File: config.mk
export PLATFORM = sky130hd
export DESIGN_NAME = dfc_top
export DESIGN_NICKNAME = d
export VERILOG_FILES = /design/src/pkg/dfc_pkg.sv /design/src/hw/dfc_sync.sv /design/src/hw/dfc_func_match.sv /design/src/hw/dfc_top.sv
export SDC_FILE = /design/constraint.sdc
export NUM_CORES = 1
export LEC_CHECK = 0
export ABC_AREA = 1
export BUFFER_PORTS_ARGS = -buffer_cell sky130_fd_sc_hd__buf_2
export CAP_MARGIN = 20
export CORE_UTILIZATION = 40
export DETAILED_ROUTE_END_ITERATION = 6
export PLACE_DENSITY_LB_ADDON = 0.12
export SYNTH_ARGS = -nofsm -noshare
export SYNTH_HDL_FRONTEND = slang
export SYNTH_HIERARCHICAL = 1
export SYNTH_SLANG_ARGS = --single-unit
export TNS_END_PERCENT = 30
File: constraint.sdc
create_clock -name pclk -period 1.7 [get_ports pclk]
set_input_delay 0.255 -clock pclk [delete_from_list [all_inputs] [get_ports pclk]]
set_output_delay 0.255 -clock pclk [all_outputs]
set_load 0.03 [all_outputs]
File: src/pkg/dfc_pkg.sv
package dfc_pkg;

	// Terminal function codes (decimal codes written in hex)
	localparam logic [7:0] FN_JOG       = 8'h06;
	localparam logic [7:0] FN_SET2      = 8'h08;
	localparam logic [7:0] FN_LOCK      = 8'h0F;
	localparam logic [7:0] FN_THIRD_MOTOR_SELECT      = 8'h11;
	localparam logic [7:0] FN_NONE      = 8'hFF;

	// Jog stop modes: 0..2 forbid jog while running, 3..5 allow it
	localparam logic [2:0] JOG_MODE_ALLOW = 3'h3;
	localparam logic [2:0] JOG_MODE_MAX   = 3'h5;

	// Lock modes (mode ten is written in hex)
	localparam logic [7:0] LOCK_SW_ALL   = 8'h00;
	localparam logic [7:0] LOCK_SW_FREQ  = 8'h01;
	localparam logic [7:0] LOCK_ALL      = 8'h02;
	localparam logic [7:0] LOCK_FREQ     = 8'h03;
	localparam logic [7:0] LOCK_RUNCHG   = 8'h0A;

	// Jog frequency in 0.01 Hz units
	localparam logic [9:0] JOG_FREQ_MAX  = 10'h3E7;
	localparam logic [9:0] START_FREQ    = 10'h032;

	localparam logic [1:0] MSET_FIRST    = 2'h1;
	localparam logic [1:0] MSET_SECOND   = 2'h2;
	localparam logic [1:0] MSET_THIRD    = 2'h3;

	// Register byte offsets
	localparam logic [7:0] ADDR_FUNC_LO  = 8'h00;
	localparam logic [7:0] ADDR_FUNC_HI  = 8'h04;
	localparam logic [7:0] ADDR_JOG_FREQ = 8'h08;
	localparam logic [7:0] ADDR_JOG_MODE = 8'h0C;
	localparam logic [7:0] ADDR_LOCK     = 8'h10;
	localparam logic [7:0] ADDR_STATUS   = 8'h14;

	// Reset values
	localparam logic [63:0] RST_FUNC      = 64'hFFFFFFFFFFFFFFFF;
	localparam logic [9:0]  RST_JOG_FREQ  = 10'h000;
	localparam logic [2:0]  RST_JOG_MODE  = 3'h0;
	localparam logic [7:0]  RST_LOCK_MODE = 8'h00;

	// Status field positions
	localparam int ST_MSET    = 0;
	localparam int ST_JOG     = 2;
	localparam int ST_LOCKIN  = 3;
	localparam int ST_STOP    = 4;
	localparam int ST_WLOCK   = 6;
	localparam int ST_TERM    = 8;
	localparam int ST_FWD     = 16;
	localparam int ST_REV     = 17;

	typedef enum logic [1:0] {JOG_IDLE, JOG_RUN, JOG_BLOCK} dfc_jog_type;
	typedef enum logic [1:0] {STOP_NONE, STOP_FREE, STOP_DECEL, STOP_DCB} dfc_stop_type;

endpackage

File: src/hw/dfc_sync.sv
`timescale 1ns/1ps
`default_nettype none
module dfc_sync
	import dfc_pkg::*;
#(
	parameter int W = 10
) (
	input  wire logic         pclk,
	input  wire logic         presetn,
	input  wire logic [W-1:0] async_in,
	output logic      [W-1:0] sync_out
);
	typedef struct packed {
		logic [W-1:0] s1;
		logic [W-1:0] s2;
	} dfc_sync_type;

	dfc_sync_type st_reg;
	dfc_sync_type st_next;

	always_comb begin
		st_next.s1 = async_in;
		st_next.s2 = st_reg.s1;
	end

	always_ff @(posedge pclk or negedge presetn) begin
		if (!presetn) begin
			st_reg <= '0;
		end else begin
			st_reg <= st_next;
		end
	end

	assign sync_out = st_reg.s2;
endmodule
`default_nettype wire

File: src/hw/dfc_func_match.sv
`timescale 1ns/1ps
`default_nettype none
module dfc_func_match
	import dfc_pkg::*;
#(
	parameter logic [7:0] CODE = 8'h06
) (
	input  wire logic [63:0] func_codes,
	input  wire logic [7:0]  terms,
	output logic             hit
);
	// Any terminal assigned this code and currently on
	always_comb begin
		hit = 1'b0;
		for (int i = 0; i < 8; i++) begin
			if (func_codes[i*8 +: 8] == CODE && terms[i]) begin
				hit = 1'b1;
			end
		end
	end
endmodule
`default_nettype wire

File: src/hw/dfc_top.sv
`timescale 1ns/1ps
`default_nettype none
module dfc_top
	import dfc_pkg::*;
(
	input  wire logic        pclk,
	input  wire logic        presetn,
	input  wire logic        psel,
	input  wire logic        penable,
	input  wire logic        pwrite,
	input  wire logic [7:0]  paddr,
	input  wire logic [31:0] pwdata,
	output logic      [31:0] prdata,
	output logic             pready,
	output logic             pslverr,
	input  wire logic [7:0]  term_pin,
	input  wire logic        forward_run_input,
	input  wire logic        reverse_run_input,
	input  wire logic        motor_running,
	output logic             jog_active,
	output logic      [9:0]  freq_out,
	output logic             stop_pulse,
	output logic      [1:0]  stop_kind,
	output logic      [1:0]  motor_set,
	output logic             write_lock_active
);
	typedef struct packed {
		logic [63:0]  func;
		logic [9:0]   jog_freq;
		logic [2:0]   jog_mode;
		logic [7:0]   lock_mode;
		dfc_jog_type  jog_st;
		logic         run_prev;
		dfc_stop_type stop_kind;
		logic         stop_pulse;
		logic         jog_active;
		logic [9:0]   freq_out;
		logic [1:0]   motor_set;
		logic         wlock;
		logic         pready;
		logic         pslverr;
		logic [31:0]  prdata;
	} dfc_state_type;

	dfc_state_type st_reg;
	dfc_state_type st_next;

	logic [9:0] sync_bus;
	logic [7:0] terms;
	logic       fwd_in;
	logic       rev_in;
	logic       run_in;
	logic       jog_input;
	logic       second_motor_select;
	logic       third_motor_select;
	logic       parameter_lock_input;
	logic       allow_run;
	logic       lock_other;
	logic       lock_freq;
	logic       wr_done;
	logic       rd_err;
	logic       wr_err;
	logic [31:0] rdata;

	dfc_sync #(
		.W (10)
	) u_sync (
		.pclk     (pclk),
		.presetn  (presetn),
		.async_in ({reverse_run_input, forward_run_input, term_pin}),
		.sync_out (sync_bus)
	);

	assign terms  = sync_bus[7:0];
	assign fwd_in = sync_bus[8];
	assign rev_in = sync_bus[9];
	assign run_in = fwd_in | rev_in;

	dfc_func_match #(.CODE(FN_JOG)) u_jog (
		.func_codes (st_reg.func),
		.terms      (terms),
		.hit        (jog_input)
	);

	dfc_func_match #(.CODE(FN_SET2)) u_set2 (
		.func_codes (st_reg.func),
		.terms      (terms),
		.hit        (second_motor_select)
	);

	dfc_func_match #(.CODE(FN_THIRD_MOTOR_SELECT)) u_third_motor_select (
		.func_codes (st_reg.func),
		.terms      (terms),
		.hit        (third_motor_select)
	);

	dfc_func_match #(.CODE(FN_LOCK)) u_lock (
		.func_codes (st_reg.func),
		.terms      (terms),
		.hit        (parameter_lock_input)
	);

	assign allow_run = st_reg.jog_mode >= JOG_MODE_ALLOW;

	// Write protection for ordinary settings and for the frequency group
	always_comb begin
		unique case (st_reg.lock_mode)
			LOCK_SW_ALL: begin
				lock_other = parameter_lock_input;
				lock_freq  = parameter_lock_input;
			end
			LOCK_SW_FREQ: begin
				lock_other = parameter_lock_input;
				lock_freq  = 1'b0;
			end
			LOCK_ALL: begin
				lock_other = 1'b1;
				lock_freq  = 1'b1;
			end
			LOCK_FREQ: begin
				lock_other = 1'b1;
				lock_freq  = 1'b0;
			end
			LOCK_RUNCHG: begin
				// Only the jog frequency is changeable during operation here
				lock_other = 1'b1;
				lock_freq  = 1'b0;
			end
			default: begin
				lock_other = 1'b0;
				lock_freq  = 1'b0;
			end
		endcase
	end

	always_comb begin
		rdata  = 32'h00000000;
		rd_err = 1'b0;
		wr_err = 1'b0;
		unique case (paddr)
			ADDR_FUNC_LO: begin
				rdata  = st_reg.func[31:0];
				wr_err = lock_other;
			end
			ADDR_FUNC_HI: begin
				rdata  = st_reg.func[63:32];
				wr_err = lock_other;
			end
			ADDR_JOG_FREQ: begin
				rdata  = {22'h000000, st_reg.jog_freq};
				// Zero, or start frequency up to 9.99 Hz
				wr_err = lock_freq || (pwdata[31:10] != 22'h000000) ||
					(pwdata[9:0] != 10'h000 && (pwdata[9:0] < START_FREQ ||
					pwdata[9:0] > JOG_FREQ_MAX));
			end
			ADDR_JOG_MODE: begin
				rdata  = {29'h00000000, st_reg.jog_mode};
				wr_err = lock_other || (pwdata[31:3] != 29'h00000000) ||
					(pwdata[2:0] > JOG_MODE_MAX);
			end
			ADDR_LOCK: begin
				rdata  = {24'h000000, st_reg.lock_mode};
				wr_err = !(pwdata[7:0] == LOCK_SW_ALL || pwdata[7:0] == LOCK_SW_FREQ ||
					pwdata[7:0] == LOCK_ALL || pwdata[7:0] == LOCK_FREQ ||
					pwdata[7:0] == LOCK_RUNCHG) || (pwdata[31:8] != 24'h000000);
			end
			ADDR_STATUS: begin
				rdata[ST_MSET +: 2] = st_reg.motor_set;
				rdata[ST_JOG]       = st_reg.jog_active;
				rdata[ST_LOCKIN]    = parameter_lock_input;
				rdata[ST_STOP +: 2] = st_reg.stop_kind;
				rdata[ST_WLOCK]     = st_reg.wlock;
				rdata[ST_TERM +: 8] = terms;
				rdata[ST_FWD]       = fwd_in;
				rdata[ST_REV]       = rev_in;
				wr_err              = 1'b1;
			end
			default: begin
				rd_err = 1'b1;
				wr_err = 1'b1;
			end
		endcase
	end

	assign wr_done = psel && penable && st_reg.pready && pwrite && !st_reg.pslverr;

	always_comb begin
		st_next            = st_reg;
		st_next.stop_pulse = 1'b0;
		st_next.run_prev   = run_in;
		st_next.wlock      = lock_other;

		// One wait state: answer is staged, then the write commits at the edge that ends the cycle with pready high
		st_next.pready = 1'b0;
		if (psel && penable && !st_reg.pready) begin
			st_next.pready  = 1'b1;
			st_next.prdata  = pwrite ? 32'h00000000 : rdata;
			st_next.pslverr = pwrite ? wr_err : rd_err;
		end
		if (wr_done) begin
			unique case (paddr)
				ADDR_FUNC_LO:  st_next.func[31:0]  = pwdata;
				ADDR_FUNC_HI:  st_next.func[63:32] = pwdata;
				ADDR_JOG_FREQ: st_next.jog_freq    = pwdata[9:0];
				ADDR_JOG_MODE: st_next.jog_mode    = pwdata[2:0];
				ADDR_LOCK:     st_next.lock_mode   = pwdata[7:0];
				default: begin
				end
			endcase
		end

		unique case (st_reg.jog_st)
			JOG_IDLE: begin
				if (jog_input && run_in) begin
					if (allow_run) begin
						st_next.jog_st = JOG_RUN;
					end else if (!st_reg.run_prev && !motor_running) begin
						st_next.jog_st = JOG_RUN;
					end else begin
						st_next.jog_st = JOG_BLOCK;
					end
				end
			end
			JOG_BLOCK: begin
				if (!jog_input || !run_in) begin
					st_next.jog_st = JOG_IDLE;
				end
			end
			JOG_RUN: begin
				if (!jog_input || !run_in) begin
					st_next.jog_st     = JOG_IDLE;
					st_next.stop_pulse = 1'b1;
					if (allow_run && !jog_input && fwd_in) begin
						st_next.stop_kind = STOP_FREE;
					end else begin
						unique case (st_reg.jog_mode)
							3'h0, 3'h3: st_next.stop_kind = STOP_FREE;
							3'h1, 3'h4: st_next.stop_kind = STOP_DECEL;
							default:    st_next.stop_kind = STOP_DCB;
						endcase
					end
				end
			end
		endcase
		st_next.jog_active = st_next.jog_st == JOG_RUN;
		st_next.freq_out   = st_next.jog_active ? st_reg.jog_freq : 10'h000;

		// Parameter set follows the select inputs only at standstill
		if (!motor_running && !st_reg.jog_active) begin
			if (second_motor_select) begin
				st_next.motor_set = MSET_SECOND;
			end else if (third_motor_select) begin
				st_next.motor_set = MSET_THIRD;
			end else begin
				st_next.motor_set = MSET_FIRST;
			end
		end
	end

	always_ff @(posedge pclk or negedge presetn) begin
		if (!presetn) begin
			st_reg           <= '0;
			st_reg.func      <= RST_FUNC;
			st_reg.jog_freq  <= RST_JOG_FREQ;
			st_reg.jog_mode  <= RST_JOG_MODE;
			st_reg.lock_mode <= RST_LOCK_MODE;
			st_reg.jog_st    <= JOG_IDLE;
			st_reg.stop_kind <= STOP_NONE;
			st_reg.motor_set <= MSET_FIRST;
		end else begin
			st_reg <= st_next;
		end
	end

	assign prdata            = st_reg.prdata;
	assign pready            = st_reg.pready;
	assign pslverr           = st_reg.pslverr;
	assign jog_active        = st_reg.jog_active;
	assign freq_out          = st_reg.freq_out;
	assign stop_pulse        = st_reg.stop_pulse;
	assign stop_kind         = st_reg.stop_kind;
	assign motor_set         = st_reg.motor_set;
	assign write_lock_active = st_reg.wlock;
endmodule
`default_nettype wire

==> metrics.md, run 1 <==
| Metric | Value |
|---|---|
| CP Data Required Time | 2020 ps |
| Relative slew slack | 0.6879 |
| Global-route wire length before repair | 39140 um |
| Vias | 7883 |
| CP Capture Type | flip-flop |
| CTS Buf Count | 17 |
| Post-Syn Area per Cell | 7.435 um^2 |
| Dpl hpwl | 18730 um |
| Core Area | 21820 um^2 |
| Vias per cell | 4.618 |
| DIE HEIGHT | 151.4 um |
| Final GP Congestion | 0.8915 |
| Antenna Nets Post-Route | 0 |
| Die span in x | 151.4 um |
| Peak VDD IR | 0.0005627 V |
| Worst setup margin | -304.0 ps |
| Worst Hold Slack | 66.43 ps |
| CP Data Arrival Time | 2320 ps |
| Max Freq | 499.0 MHz |
| Setup Skew | 11.43 ps |
| Post-synth top area cell | dfrtp_1 |
| Ratio of cells with drive above 1 in the final layout | 0.3350 |
| Area after DPL | 10400 um^2 |
| Asr flop ratio synth | 1.000 |
| Total Routed Length | 25440 um |
| Synth top area share | 0.2636 |
| Fin. max-slew vios | 0 |
| Routed len/inst | 14.90 um |
| Synth top area cells | dfrtp_1 26%, dfstp_2 19%, nand2_1 15% |
| Row cnt | 54 |
| PortBufs | 106 |
| Nets | 1471 |
| Crit path launch type | flip-flop |
| Syn Nets | 1257 |
| Final Hold Violating Endpoints | 0 |
| Reg clk slew, reported paths | 70 ps |
| Initial antenna violation count | 0 |
| Die area | 22910 um^2 |
| Total I/O pin count | 107 |
| # diodes | 0 |
| Setup TNS | -3969 ps |
| Failing checks | negative setup slack |
| Htree depth | 4 |
| Main synth FF type | dfrtp_1 |
| Pre-CTS setup slack | -418.2 ps |
| HP Class | primary input to flip-flop |
| RSZ-0062 raised after global routing | true |
| Max Cap Viol | 0 |
| LEAKAGE | 0.005783 uW |
| Final setup viols | 19 |
| Number of flip-flops in the largest register | 88 |
| Vias in the first global route | 7334 |
| Critical path fanouts, max | 5 |
| Crit-path leading delay family | simple AND/OR/NAND/NOR gates |
| TritonCTS clock tree | done |
| Worst-path cell chain | nand2_1 > nor2_1 > nand3_1 > nand2_1 > nor2_2 > nand2_4 > nand2_4 > nor2_4 > inv_2 > nor3_4 > a31oi_2 > nand2_2 > clkbuf_16 > nor2_2 |
| Final Cycle Share | 1.179 |
| GR Util All Layers | 0.2301 |
| Yosys warns | 6 |
| PD cells | 762.2 nW/um^2 |
| Crit path time final | 2004 ps |
| Largest net degree at the start of global routing | 65 |
| Post-synth EDFFs | 0 |
| Deepest clock path buffer count | 2 |
| Worst skew pair latency | 430 ps |
| Synth Cell Area | 8922 um^2 |
| Fill count | 2146 |
| Top-count cell post-synth | nand2_1 |
| Post-synthesis register bit count | 159 |
| Root Driver | clkbuf_16 |
| Area grow syn2layout | 29.21% |
| CP max stage delay | 600 ps |
| Measured slew at the worst slew-check pin | 468.1 ps |
| Synthesized netlist cell count | 1200 |
| First drt pass iteration count | 5 |
| DRC Markers | 0 |
| CTS sink cnt | 159 |
| Status | finished, violations left |
| Gr ovfl total | 0 |
| First DRT Iteration DRCs | 507 |
| Starting Density | 0.4088 |
| Sequential fraction of the synthesis area | 0.4551 |
| Max stage delay cell, worst path | dfstp_2 |
| Distinct cells, synth | 34 |
| WS Path Type | flip-flop to flip-flop |
| Post-route cell area | 11530 um^2 |
| Worst Path Buf+Inv | 2 |
| Top post-synthesis cells by count | 367 x nand2_1, 193 x inv_1, 153 x nor2_1 |
-- per-stage QoR --
| stage | util | total power [uW] | std cells |
|---|---|---|---|
| after detailed placement | 0.4766 | 4440 | 1643 |
| after global placement | 0.4766 | 4439 | 1643 |
| after floorplan | - | 4121 | 1200 |
| after CTS | 0.5169 | 8840 | 1693 |
| after global routing | 0.5283 | 9076 | 1707 |
| final | 0.5283 | 8787 | 1707 |
-- layout make-up --
class / instances / area [um^2] / area share
Inverter: 199 / 749.5 / 0.06501
Clock inverter: 9 / 180.2 / 0.01563
Clock buffer: 23 / 488.0 / 0.04233
Timing Repair Buffer: 269 / 1947 / 0.1689
Multi-Input combinational cell: 768 / 3754 / 0.3256
Tap cell: 280 / 350.3 / 0.03039
Sequential cell: 159 / 4060 / 0.3522
-- report_power, final --
group	leakage, uW	internal, uW	total (uW)	switching (uW)
combinational	0.00354	209	573	364
clock	0.000324	2770	4350	1580
sequential	0.00192	3830	3860	29.8
total	0.00578	6810	8790	1980
-- worst reg2reg max path: stages (launching register included) --
cell and delay, ps:
dfstp_2 600, nand2_1 80, nor2_1 90, nand3_1 80, nand2_1 100, nor2_2 60, nand2_4 80, nand2_4 60
nor2_4 110, inv_2 60, nor3_4 150, a31oi_2 70, nand2_2 140, clkbuf_16 180, nor2_2 30
-- placed cells by master, fill, tap and decap left out, drive strengths merged --
cell and n:
o22ai 5, nand3 48, dfrtp 94, ha 1
o211ai 3, mux2i 1, nand4 6, nor3b 12
clkinvlp 1, nor3 8, clkbuf 24, a31oi 2
o2111ai 2, buf 257, clkinv 3, dfstp 65
nor2 156, inv 199, nand2 384, dlygate4sd3 11
bufinv 5, a21o 14, a21oi 22, o21ai 104
-- path summary, 6_finish.rpt --
path / start / endpoint / slack [ps] / depth (start not counted)
setup / recovery: st_reg[85]$_DFFE_PN1P_ / freq_out[3]$_DFF_PN0_ / -300 / 14
hold / removal: pwdata[21] / st_reg[96]$_DFFE_PN1P_ / 70 / 3
setup reg to reg: st_reg[85]$_DFFE_PN1P_ / freq_out[3]$_DFF_PN0_ / -300 / 14
hold reg to reg: u_sync/st_next[3]$_DFF_PN0_ / u_sync/sync_out[3]$_DFF_PN0_ / 350 / 0
max in group asynchronous: presetn / st_reg[138]$_DFFE_PN1P_ / 690 / 3
min in group asynchronous: presetn / freq_out[8]$_DFF_PN0_ / 320 / 2
-- routing by layer --
layer | GRT usage | up-vias | part of all wire
met5 | 0 | - | 0
met4 | 0.04900 | 0 | 0.0079
met3 | 0.03795 | 11 | 0.041
met2 | 0.3671 | 175 | 0.47
met1 | 0.3261 | 3643 | 0.49
li1 | - | 4054 | -
-- what timing repair did --
action / 4_1_cts / 5_1_grt
setup endpoints to repair: 19 / 20
gates cloned: 0 / 1
hold endpoints to repair: 30 / 0
resized for setup: 21 / 42
hold buffers: 11 / 0
pin swaps: 6 / 22
setup buffers: 7 / 13
-- logic make-up (layout without fill, tap and decap cells) --
group           after synthesis  in the layout  synth area share
mux                           1              1          0.001122
simple gates                614            614            0.2935
flops                       159            159            0.4551
fa+ha+maj                     1              1          0.001402
buf+inv                     273            500            0.1436
compound gates              152            152            0.1053
Note: power is estimated with default switching activity, not from simulation.
==> inputs of run 2 (changes only) <==
--- a/config.mk
+++ b/config.mk
@@ -5,9 +5,9 @@
 export SDC_FILE = /design/constraint.sdc
 export NUM_CORES = 1
 export LEC_CHECK = 0
-export ABC_AREA = 1
 export BUFFER_PORTS_ARGS = -buffer_cell sky130_fd_sc_hd__buf_2
 export CAP_MARGIN = 20
+export CORE_ASPECT_RATIO = 0.9
 export CORE_UTILIZATION = 40
 export DETAILED_ROUTE_END_ITERATION = 6
 export PLACE_DENSITY_LB_ADDON = 0.12
==> metrics.md, run 2 <==
| Metric | Value |
|---|---|
| Measured slew at the worst slew-check pin | 521.2 ps (+53.08 ps) |
| GR Util All Layers | 0.2584 (+0.02827) |
| Final setup viols | 21 (+2) |
| Die span in x | 150.5 um (-0.53%) |
| Reg2reg path depth | 10 (-4) |
| Reg clk slew, reported paths | 60 ps (about the same) |
| Worst R2R End | freq_out[9]$_DFF_PN0_ |
| Critical path fanouts, max | 6 (+1) |
| CP Data Required Time | 2070 ps (+50 ps) |
| Syn Nets | 721 (-43%) |
| PortBufs | 106 (unchanged) |
| Setup Skew | 12.08 ps (+0.6505 ps) |
| DIE HEIGHT | 135.7 um (-10%) |
| Vias in the first global route | 6646 (-9.4%) |
| Deepest clock path buffer count | 2 (unchanged) |
| Post-synth top area cell | dfrtp_1 |
| Failing checks | negative setup slack |
| CTS sink cnt | 159 (unchanged) |
| Nets | 955 (-35%) |
| Number of flip-flops in the largest register | 88 (unchanged) |
| Worst-path cell chain | buf_6 > nand4b_1 > nand2_1 > or4_4 > o21ai_4 > xnor2_2 > nand2_2 > o21ai_4 > buf_6 > and2_4 |
| Synth top area cells | dfrtp_1 30%, dfstp_2 21%, mux2_2 7.4% |
| Antenna Nets Post-Route | 0 (unchanged) |
| Root Driver | clkbuf_16 |
| Status | finished, violations left |
| Distinct cells, synth | 63 (+85%) |
| Die area | 20430 um^2 (-11%) |
| Sequential fraction of the synthesis area | 0.5111 (+0.05605) |
| Placed instance count | 1114 (-32%) |
| Area after DPL | 9797 um^2 (-5.8%) |
| Area grow syn2layout | 35.42% |
| PD cells | 765.2 nW/um^2 (+0.38%) |
| CP Capture Type | flip-flop |
| HP Class | primary input to flip-flop |
| CTS Buf Count | 17 (unchanged) |
| Initial antenna violation count | 0 (unchanged) |
| Post-route cell area | 10760 um^2 (-6.7%) |
| Fin. max-slew vios | 0 (unchanged) |
| WS Path Type | flip-flop to flip-flop |
| Worst setup margin | -661.5 ps (-357.5 ps) |
| Vias | 6478 (-18%) |
| Final Hold Violating Endpoints | 0 (unchanged) |
| Max Cap Viol | 0 (unchanged) |
| Max Freq | 423.5 MHz (-15%) |
| Peak VDD IR | 0.0005167 V (-8.2%) |
| TritonCTS clock tree | done |
| Core Area | 19340 um^2 (-11%) |
| Dpl hpwl | 18500 um (-1.2%) |
| Htree depth | 4 (unchanged) |
| Synth Cell Area | 7944 um^2 (-11%) |
| First DRT Iteration DRCs | 421 (-17%) |
| Worst skew pair latency | 430 ps (about the same) |
| Final GP Congestion | 0.9051 (+1.5%) |
| Post-Layout Cell Count | 1161 (-32%) |
| R2R setup slack | -660 ps (-360 ps) |
| Row cnt | 48 (-11%) |
| Most frequent cells in the layout | 155 x buf_4, 105 x buf_2, 94 x dfrtp_1 |
| DRC Markers | 0 (unchanged) |
| Top-count cell post-synth | dfrtp_1 |
| Max stage delay cell, worst path | or4_4 |
| Yosys warns | 6 (unchanged) |
| Gr ovfl total | 0 (unchanged) |
| Final Cycle Share | 1.389 (+0.2103) |
| Synth top area share | 0.2961 (+0.03247) |
| Most common cell after layout, fill and taps aside | buf_4 |
| Worst r2r src | st_reg[97]$_DFFE_PN1P_ |
| Global-route wire length before repair | 38750 um (-1.0%) |
| # diodes | 0 (unchanged) |
| Crit path launch type | flip-flop |
| Critical hold path startpoint | pwdata[18] |
| Min-Delay Path Depth | 2 (-1) |
| Post-Syn Area per Cell | 11.96 um^2 (+61%) |
| CP max stage delay | 580 ps (-20 ps) |
| Top post-synthesis cells by count | 94 x dfrtp_1, 65 x dfstp_2, 58 x nand2_1 |
| Main synth FF type | dfrtp_1 |
| First drt pass iteration count | 5 (unchanged) |
| Routed len/inst | 21.70 um (+46%) |
| Synthesized netlist cell count | 664 (-45%) |
| Total Routed Length | 25190 um (-0.96%) |
| LEAKAGE | 0.005034 uW (-13%) |
| Relative slew slack | 0.6525 (-0.03539) |
| Asr flop ratio synth | 1.000 (unchanged) |
| Post-synthesis register bit count | 159 (unchanged) |
| Post-synth EDFFs | 0 (unchanged) |
| Largest net degree at the start of global routing | 43 (-34%) |
| Starting Density | 0.4108 (+0.001938) |
| CP Data Arrival Time | 2730 ps (+410 ps) |
| Vias per cell | 5.580 (+21%) |
| RSZ-0062 raised after global routing | true |
| Ratio of cells with drive above 1 in the final layout | 0.5302 (+0.1952) |
| Hold Path Sink | st_reg[93]$_DFFE_PN1P_ |
| Crit path time final | 2361 ps (+357.5 ps) |
| Total I/O pin count | 107 (unchanged) |
| Fill count | 1647 (-23%) |
-- run 2: how the worst max path moves through the flow --
stage | start | end | slack [ps] | cells after the start
after CTS | st_reg[129]$_DFFE_PN1P_ | pslverr$_DFFE_PN0P_ | -640 | 9
final | st_reg[97]$_DFFE_PN1P_ | freq_out[9]$_DFF_PN0_ | -660 | 10
after detailed placement | st_reg[127]$_DFFE_PN1P_ | freq_out[3]$_DFF_PN0_ | -870 | 11
after floorplan | st_reg[96]$_DFFE_PN1P_ | freq_out[0]$_DFF_PN0_ | -390 | 10
after global routing | st_reg[135]$_DFFE_PN1P_ | pslverr$_DFFE_PN0P_ | -720 | 9
after global placement | st_reg[127]$_DFFE_PN1P_ | freq_out[9]$_DFF_PN0_ | -750 | 11
-- run 2: logic make-up after synthesis --
logic type,count (synthesis),share of synthesized area
simple gates,225,0.1939
flops,159,0.5111
fa+ha+maj,1,0.001575
buf+inv,81,0.06662
xor+xnor,2,0.002205
compound gates,99,0.08584
mux,97,0.1388
-- run 2: what timing repair did --
item                       CTS  global route
resized for setup           33            18
hold endpoints to repair    20             0
gates cloned                 1             0
hold buffers                12             0
pin swaps                   11            10
setup buffers                2             3
setup endpoints to repair   39            34
-- run 2: critical path, delay by kind of cell, from the launching register on --
family / cells / cell delay (ps)
XOR/XNOR: 1 / 150
buffers and inverters: 2 / 250
AO/OA/AOI/OAI: 2 / 310
AND/OR/NAND/NOR: 5 / 1050
flip-flops: 1 / 540
-- run 2: cell type report --
cell class | count | area, um^2 | area share
flip-flops and latches | 159 | 4060 | 0.3774
multi-input cells | 424 | 3702 | 0.3442
repair buffers | 289 | 2079 | 0.1933
clock buffers | 23 | 467.9 | 0.04350
well taps | 250 | 312.8 | 0.02908
clock inverters | 9 | 108.9 | 0.01012
inverters | 7 | 26.28 | 0.002442
-- run 2: layer usage --
metal,vias to the layer above,wire (um),track usage
li1,2931,-,-
met1,3330,12370,0.3853
met2,206,11180,0.3874
met3,11,1454,0.04343
met4,0,188,0.06341
met5,-,0,0
-- run 2: power by group --
part | internal [uW] | switching (uW)
clock | 2250 | 1570
sequential | 3830 | 37.0
combinational | 225 | 323
-- run 2: per-stage QoR --
stage | total power (uW) | setup TNS [ps] | utilization | worst slack, ps | hold WS [ps]
after floorplan | 4079 | -36810 | - | -394.9 | -40.59
after global placement | 4437 | -46190 | 0.5066 | -751.0 | 216.4
final | 8231 | -10690 | 0.5563 | -661.5 | 68.93
after global routing | 8495 | -12120 | 0.5563 | -720.7 | 74.85
after detailed placement | 4444 | -48340 | 0.5066 | -870.9 | 219.4
after CTS | 8302 | -9841 | 0.5506 | -641.4 | 53.74
==> inputs of run 3 (changes only) <==
--- a/config.mk
+++ b/config.mk
@@ -5,9 +5,11 @@
 export SDC_FILE = /design/constraint.sdc
 export NUM_CORES = 1
 export LEC_CHECK = 0
+export ABC_AREA = 1
 export BUFFER_PORTS_ARGS = -buffer_cell sky130_fd_sc_hd__buf_2
 export CAP_MARGIN = 20
 export CORE_ASPECT_RATIO = 0.9
+export CORE_MARGIN = 1
 export CORE_UTILIZATION = 40
 export DETAILED_ROUTE_END_ITERATION = 6
 export PLACE_DENSITY_LB_ADDON = 0.12
==> metrics.md, run 3 (synthesis results as in run 1) <==
| Metric | Value |
|---|---|
| Final GP Congestion | 0.8939 (-1.2%) |
| Total power | 8046 uW (-2.3%) |
| Sequential fraction of design power | 0.480 (+0.010) |
| Setup TNS | -4536 ps (+6158 ps) |
| Worst skew pair latency | 430 ps (about the same) |
| CP Capture Type | flip-flop |
| Final setup viols | 15 (-29%) |
| Max Cap Viol | 0 (unchanged) |
| LEAKAGE | 0.005658 uW (+12%) |
| Failing checks | negative setup slack |
| Combinational share of power | 0.070 (+0.003) |
| Min-Delay Path Depth | 3 (+1) |
| Post-Layout Cell Count | 1709 (+47%) |
| # diodes | 0 (unchanged) |
| TritonCTS clock tree | done |
| PD cells | 704.8 nW/um^2 (-7.9%) |
| Ratio of cells with drive above 1 in the final layout | 0.3427 (-0.1875) |
| Status | finished, violations left |
| Most frequent cells in the layout | 350 x nand2_1, 184 x inv_1, 127 x nor2_1 |
| Crit-path leading delay family | simple AND/OR/NAND/NOR gates |
| CTS Buf Count | 17 (unchanged) |
| Dpl hpwl | 19460 um (+5.2%) |
| Worst Path Buf+Inv | 6 (+4) |
| Core Area | 21760 um^2 (+13%) |
| R2R setup slack | -340 ps (+320 ps) |
| Hold Path Sink | st_reg[96]$_DFFE_PN1P_ |
| Clock share of power | 0.451 (-0.012) |
| Reg2reg path depth | 15 (+5) |
| Number of flip-flops in the largest register | 88 (unchanged) |
| Max Freq | 490.5 MHz (+16%) |
| Global-route wire length before repair | 41050 um (+5.9%) |
| DIE HEIGHT | 143.7 um (+5.9%) |
| PortBufs | 106 (unchanged) |
| Reg clk slew, reported paths | 70 ps (about the same) |
| Setup Skew | 13.10 ps (+1.020 ps) |
| Worst R2R End | st_reg[53]$_DFF_PN0_ |
| Root Driver | clkbuf_16 |
| Worst r2r src | st_reg[132]$_DFFE_PN1P_ |
| Most common cell after layout, fill and taps aside | nand2_1 |
| Vias per cell | 4.706 (-16%) |
| Final Hold Violating Endpoints | 0 (unchanged) |
| Vias in the first global route | 7555 (+14%) |
| Initial antenna violation count | 0 (unchanged) |
| Worst Hold Slack | 72.61 ps (+3.680 ps) |
| Fin. max-slew vios | 0 (unchanged) |
| Pint | 5972 uW (-5.3%) |
| Crit path time final | 2039 ps (-322.9 ps) |
| Critical path fanouts, max | 3 (-3) |
| WS Path Type | flip-flop to flip-flop |
| Htree depth | 4 (unchanged) |
| HP Class | primary input to flip-flop |
| DRC Markers | 0 (unchanged) |
| CP most frequent cell | inv_2 |
| Relative slew slack | 0.6304 (-0.02210) |
| NetSw | 2074 uW (+7.5%) |
| Worst setup margin | -338.5 ps (+322.9 ps) |
| Row cnt | 51 (+6.3%) |
| Total Routed Length | 26420 um (+4.9%) |
| Gr ovfl total | 0 (unchanged) |
| Vias | 8043 (+24%) |
| Deepest clock path buffer count | 2 (unchanged) |
| Worst-path cell chain | inv_2 > nor2_2 > nand3_2 > nand2_2 > nor2_4 > nand2_2 > nand2_4 > nor2_4 > inv_2 > nor3_4 > a31oi_2 > buf_4 > buf_4 > buf_6 > inv_2 |
| Max stage delay cell, worst path | dfstp_2 |
| Final Cycle Share | 1.199 (-0.1900) |
| Crit path launch type | flip-flop |
| Antenna Nets Post-Route | 0 (unchanged) |
| CTS sink cnt | 159 (unchanged) |
| Die span in x | 159.4 um (+5.9%) |
| Starting Density | 0.4100 (-0.0007393) |
| Measured slew at the worst slew-check pin | 554.4 ps (+33.15 ps) |
| Sw Share | 0.2578 (+0.02349) |
| First DRT Iteration DRCs | 581 (+38%) |
| Nets | 1462 (+53%) |
| Peak VDD IR | 0.0003804 V (-26%) |
| GR Util All Layers | 0.2366 (-0.02179) |
| Critical hold path startpoint | pwdata[21] |
| CP Data Arrival Time | 2410 ps (-320 ps) |
| RSZ-0062 raised after global routing | true |
| CP Data Required Time | 2070 ps (about the same) |
| Area grow syn2layout | 27.95% |
| Total I/O pin count | 107 (unchanged) |
| Routed len/inst | 15.46 um (-29%) |
| CP max stage delay | 550 ps (-30 ps) |
| First drt pass iteration count | 5 (unchanged) |
| Die area | 22910 um^2 (+12%) |
| Largest net degree at the start of global routing | 65 (+51%) |
| Placed instance count | 1646 (+48%) |
## run 3: power by group through the flow
stage	clock (uW)	combinational, uW	sequential, uW
6_report	3620	561	3860
5_1_grt	3890	619	3860
4_1_cts	3710	543	3860
3_5_place_dp	0	503	3920
3_3_place_gp	0	501	3920
2_1_floorplan	0	191	3930
## run 3: routing by layer
| layer | global-route usage | vias to the layer above | part of all wire |
|---|---|---|---|
| met5 | 0 | - | 0 |
| met4 | 0.05820 | 0 | 0.011 |
| met3 | 0.03521 | 16 | 0.046 |
| met2 | 0.3693 | 191 | 0.45 |
| met1 | 0.3439 | 3803 | 0.49 |
| li1 | - | 4033 | - |
## run 3: tightest hold or removal path: stages
cell and delay (ps):
buf_2 110, inv_1 80, o21ai_2 60
## run 3: worst max path at each step
stage / start / endpoint / cells past startpoint
final: st_reg[132]$_DFFE_PN1P_ / st_reg[53]$_DFF_PN0_ / 15
after global routing: st_reg[93]$_DFFE_PN1P_ / st_reg[53]$_DFF_PN0_ / 15
after CTS: st_reg[80]$_DFFE_PN1P_ / pslverr$_DFFE_PN0P_ / 18
after detailed placement: st_reg[135]$_DFFE_PN1P_ / freq_out[4]$_DFF_PN0_ / 15
after global placement: st_reg[132]$_DFFE_PN1P_ / pslverr$_DFFE_PN0P_ / 17
after floorplan: st_reg[85]$_DFFE_PN1P_ / freq_out[0]$_DFF_PN0_ / 14
## run 3: layout make-up
type / count / area, um^2
clock buffers: 19 / 442.9
clock inverters: 13 / 106.4
fillers: 2122 / 10340
inverters: 199 / 752.0
multi-input cells: 768 / 3797
flip-flops and latches: 159 / 4060
well taps: 291 / 364.1
repair buffers: 260 / 1893
## run 3: through the flow
stage / cell area [um^2] / utilization / setup WS [ps]
2_1_floorplan: 8931 / - / -16.45
3_3_place_gp: 10330 / 0.4747 / -359.8
3_5_place_dp: 10330 / 0.4747 / -374.9
4_1_cts: 11090 / 0.5099 / -291.5
5_1_grt: 11420 / 0.5246 / -447.2
6_report: 11420 / 0.5246 / -338.5
## run 3: timing repair
action / CTS / global route
hold endpoints to repair: 104 / 0
setup buffers: 6 / 13
gates resized for setup: 22 / 71
pin swaps: 6 / 42
hold buffers: 11 / 0
cloned: 0 / 1
setup endpoints to repair: 19 / 20
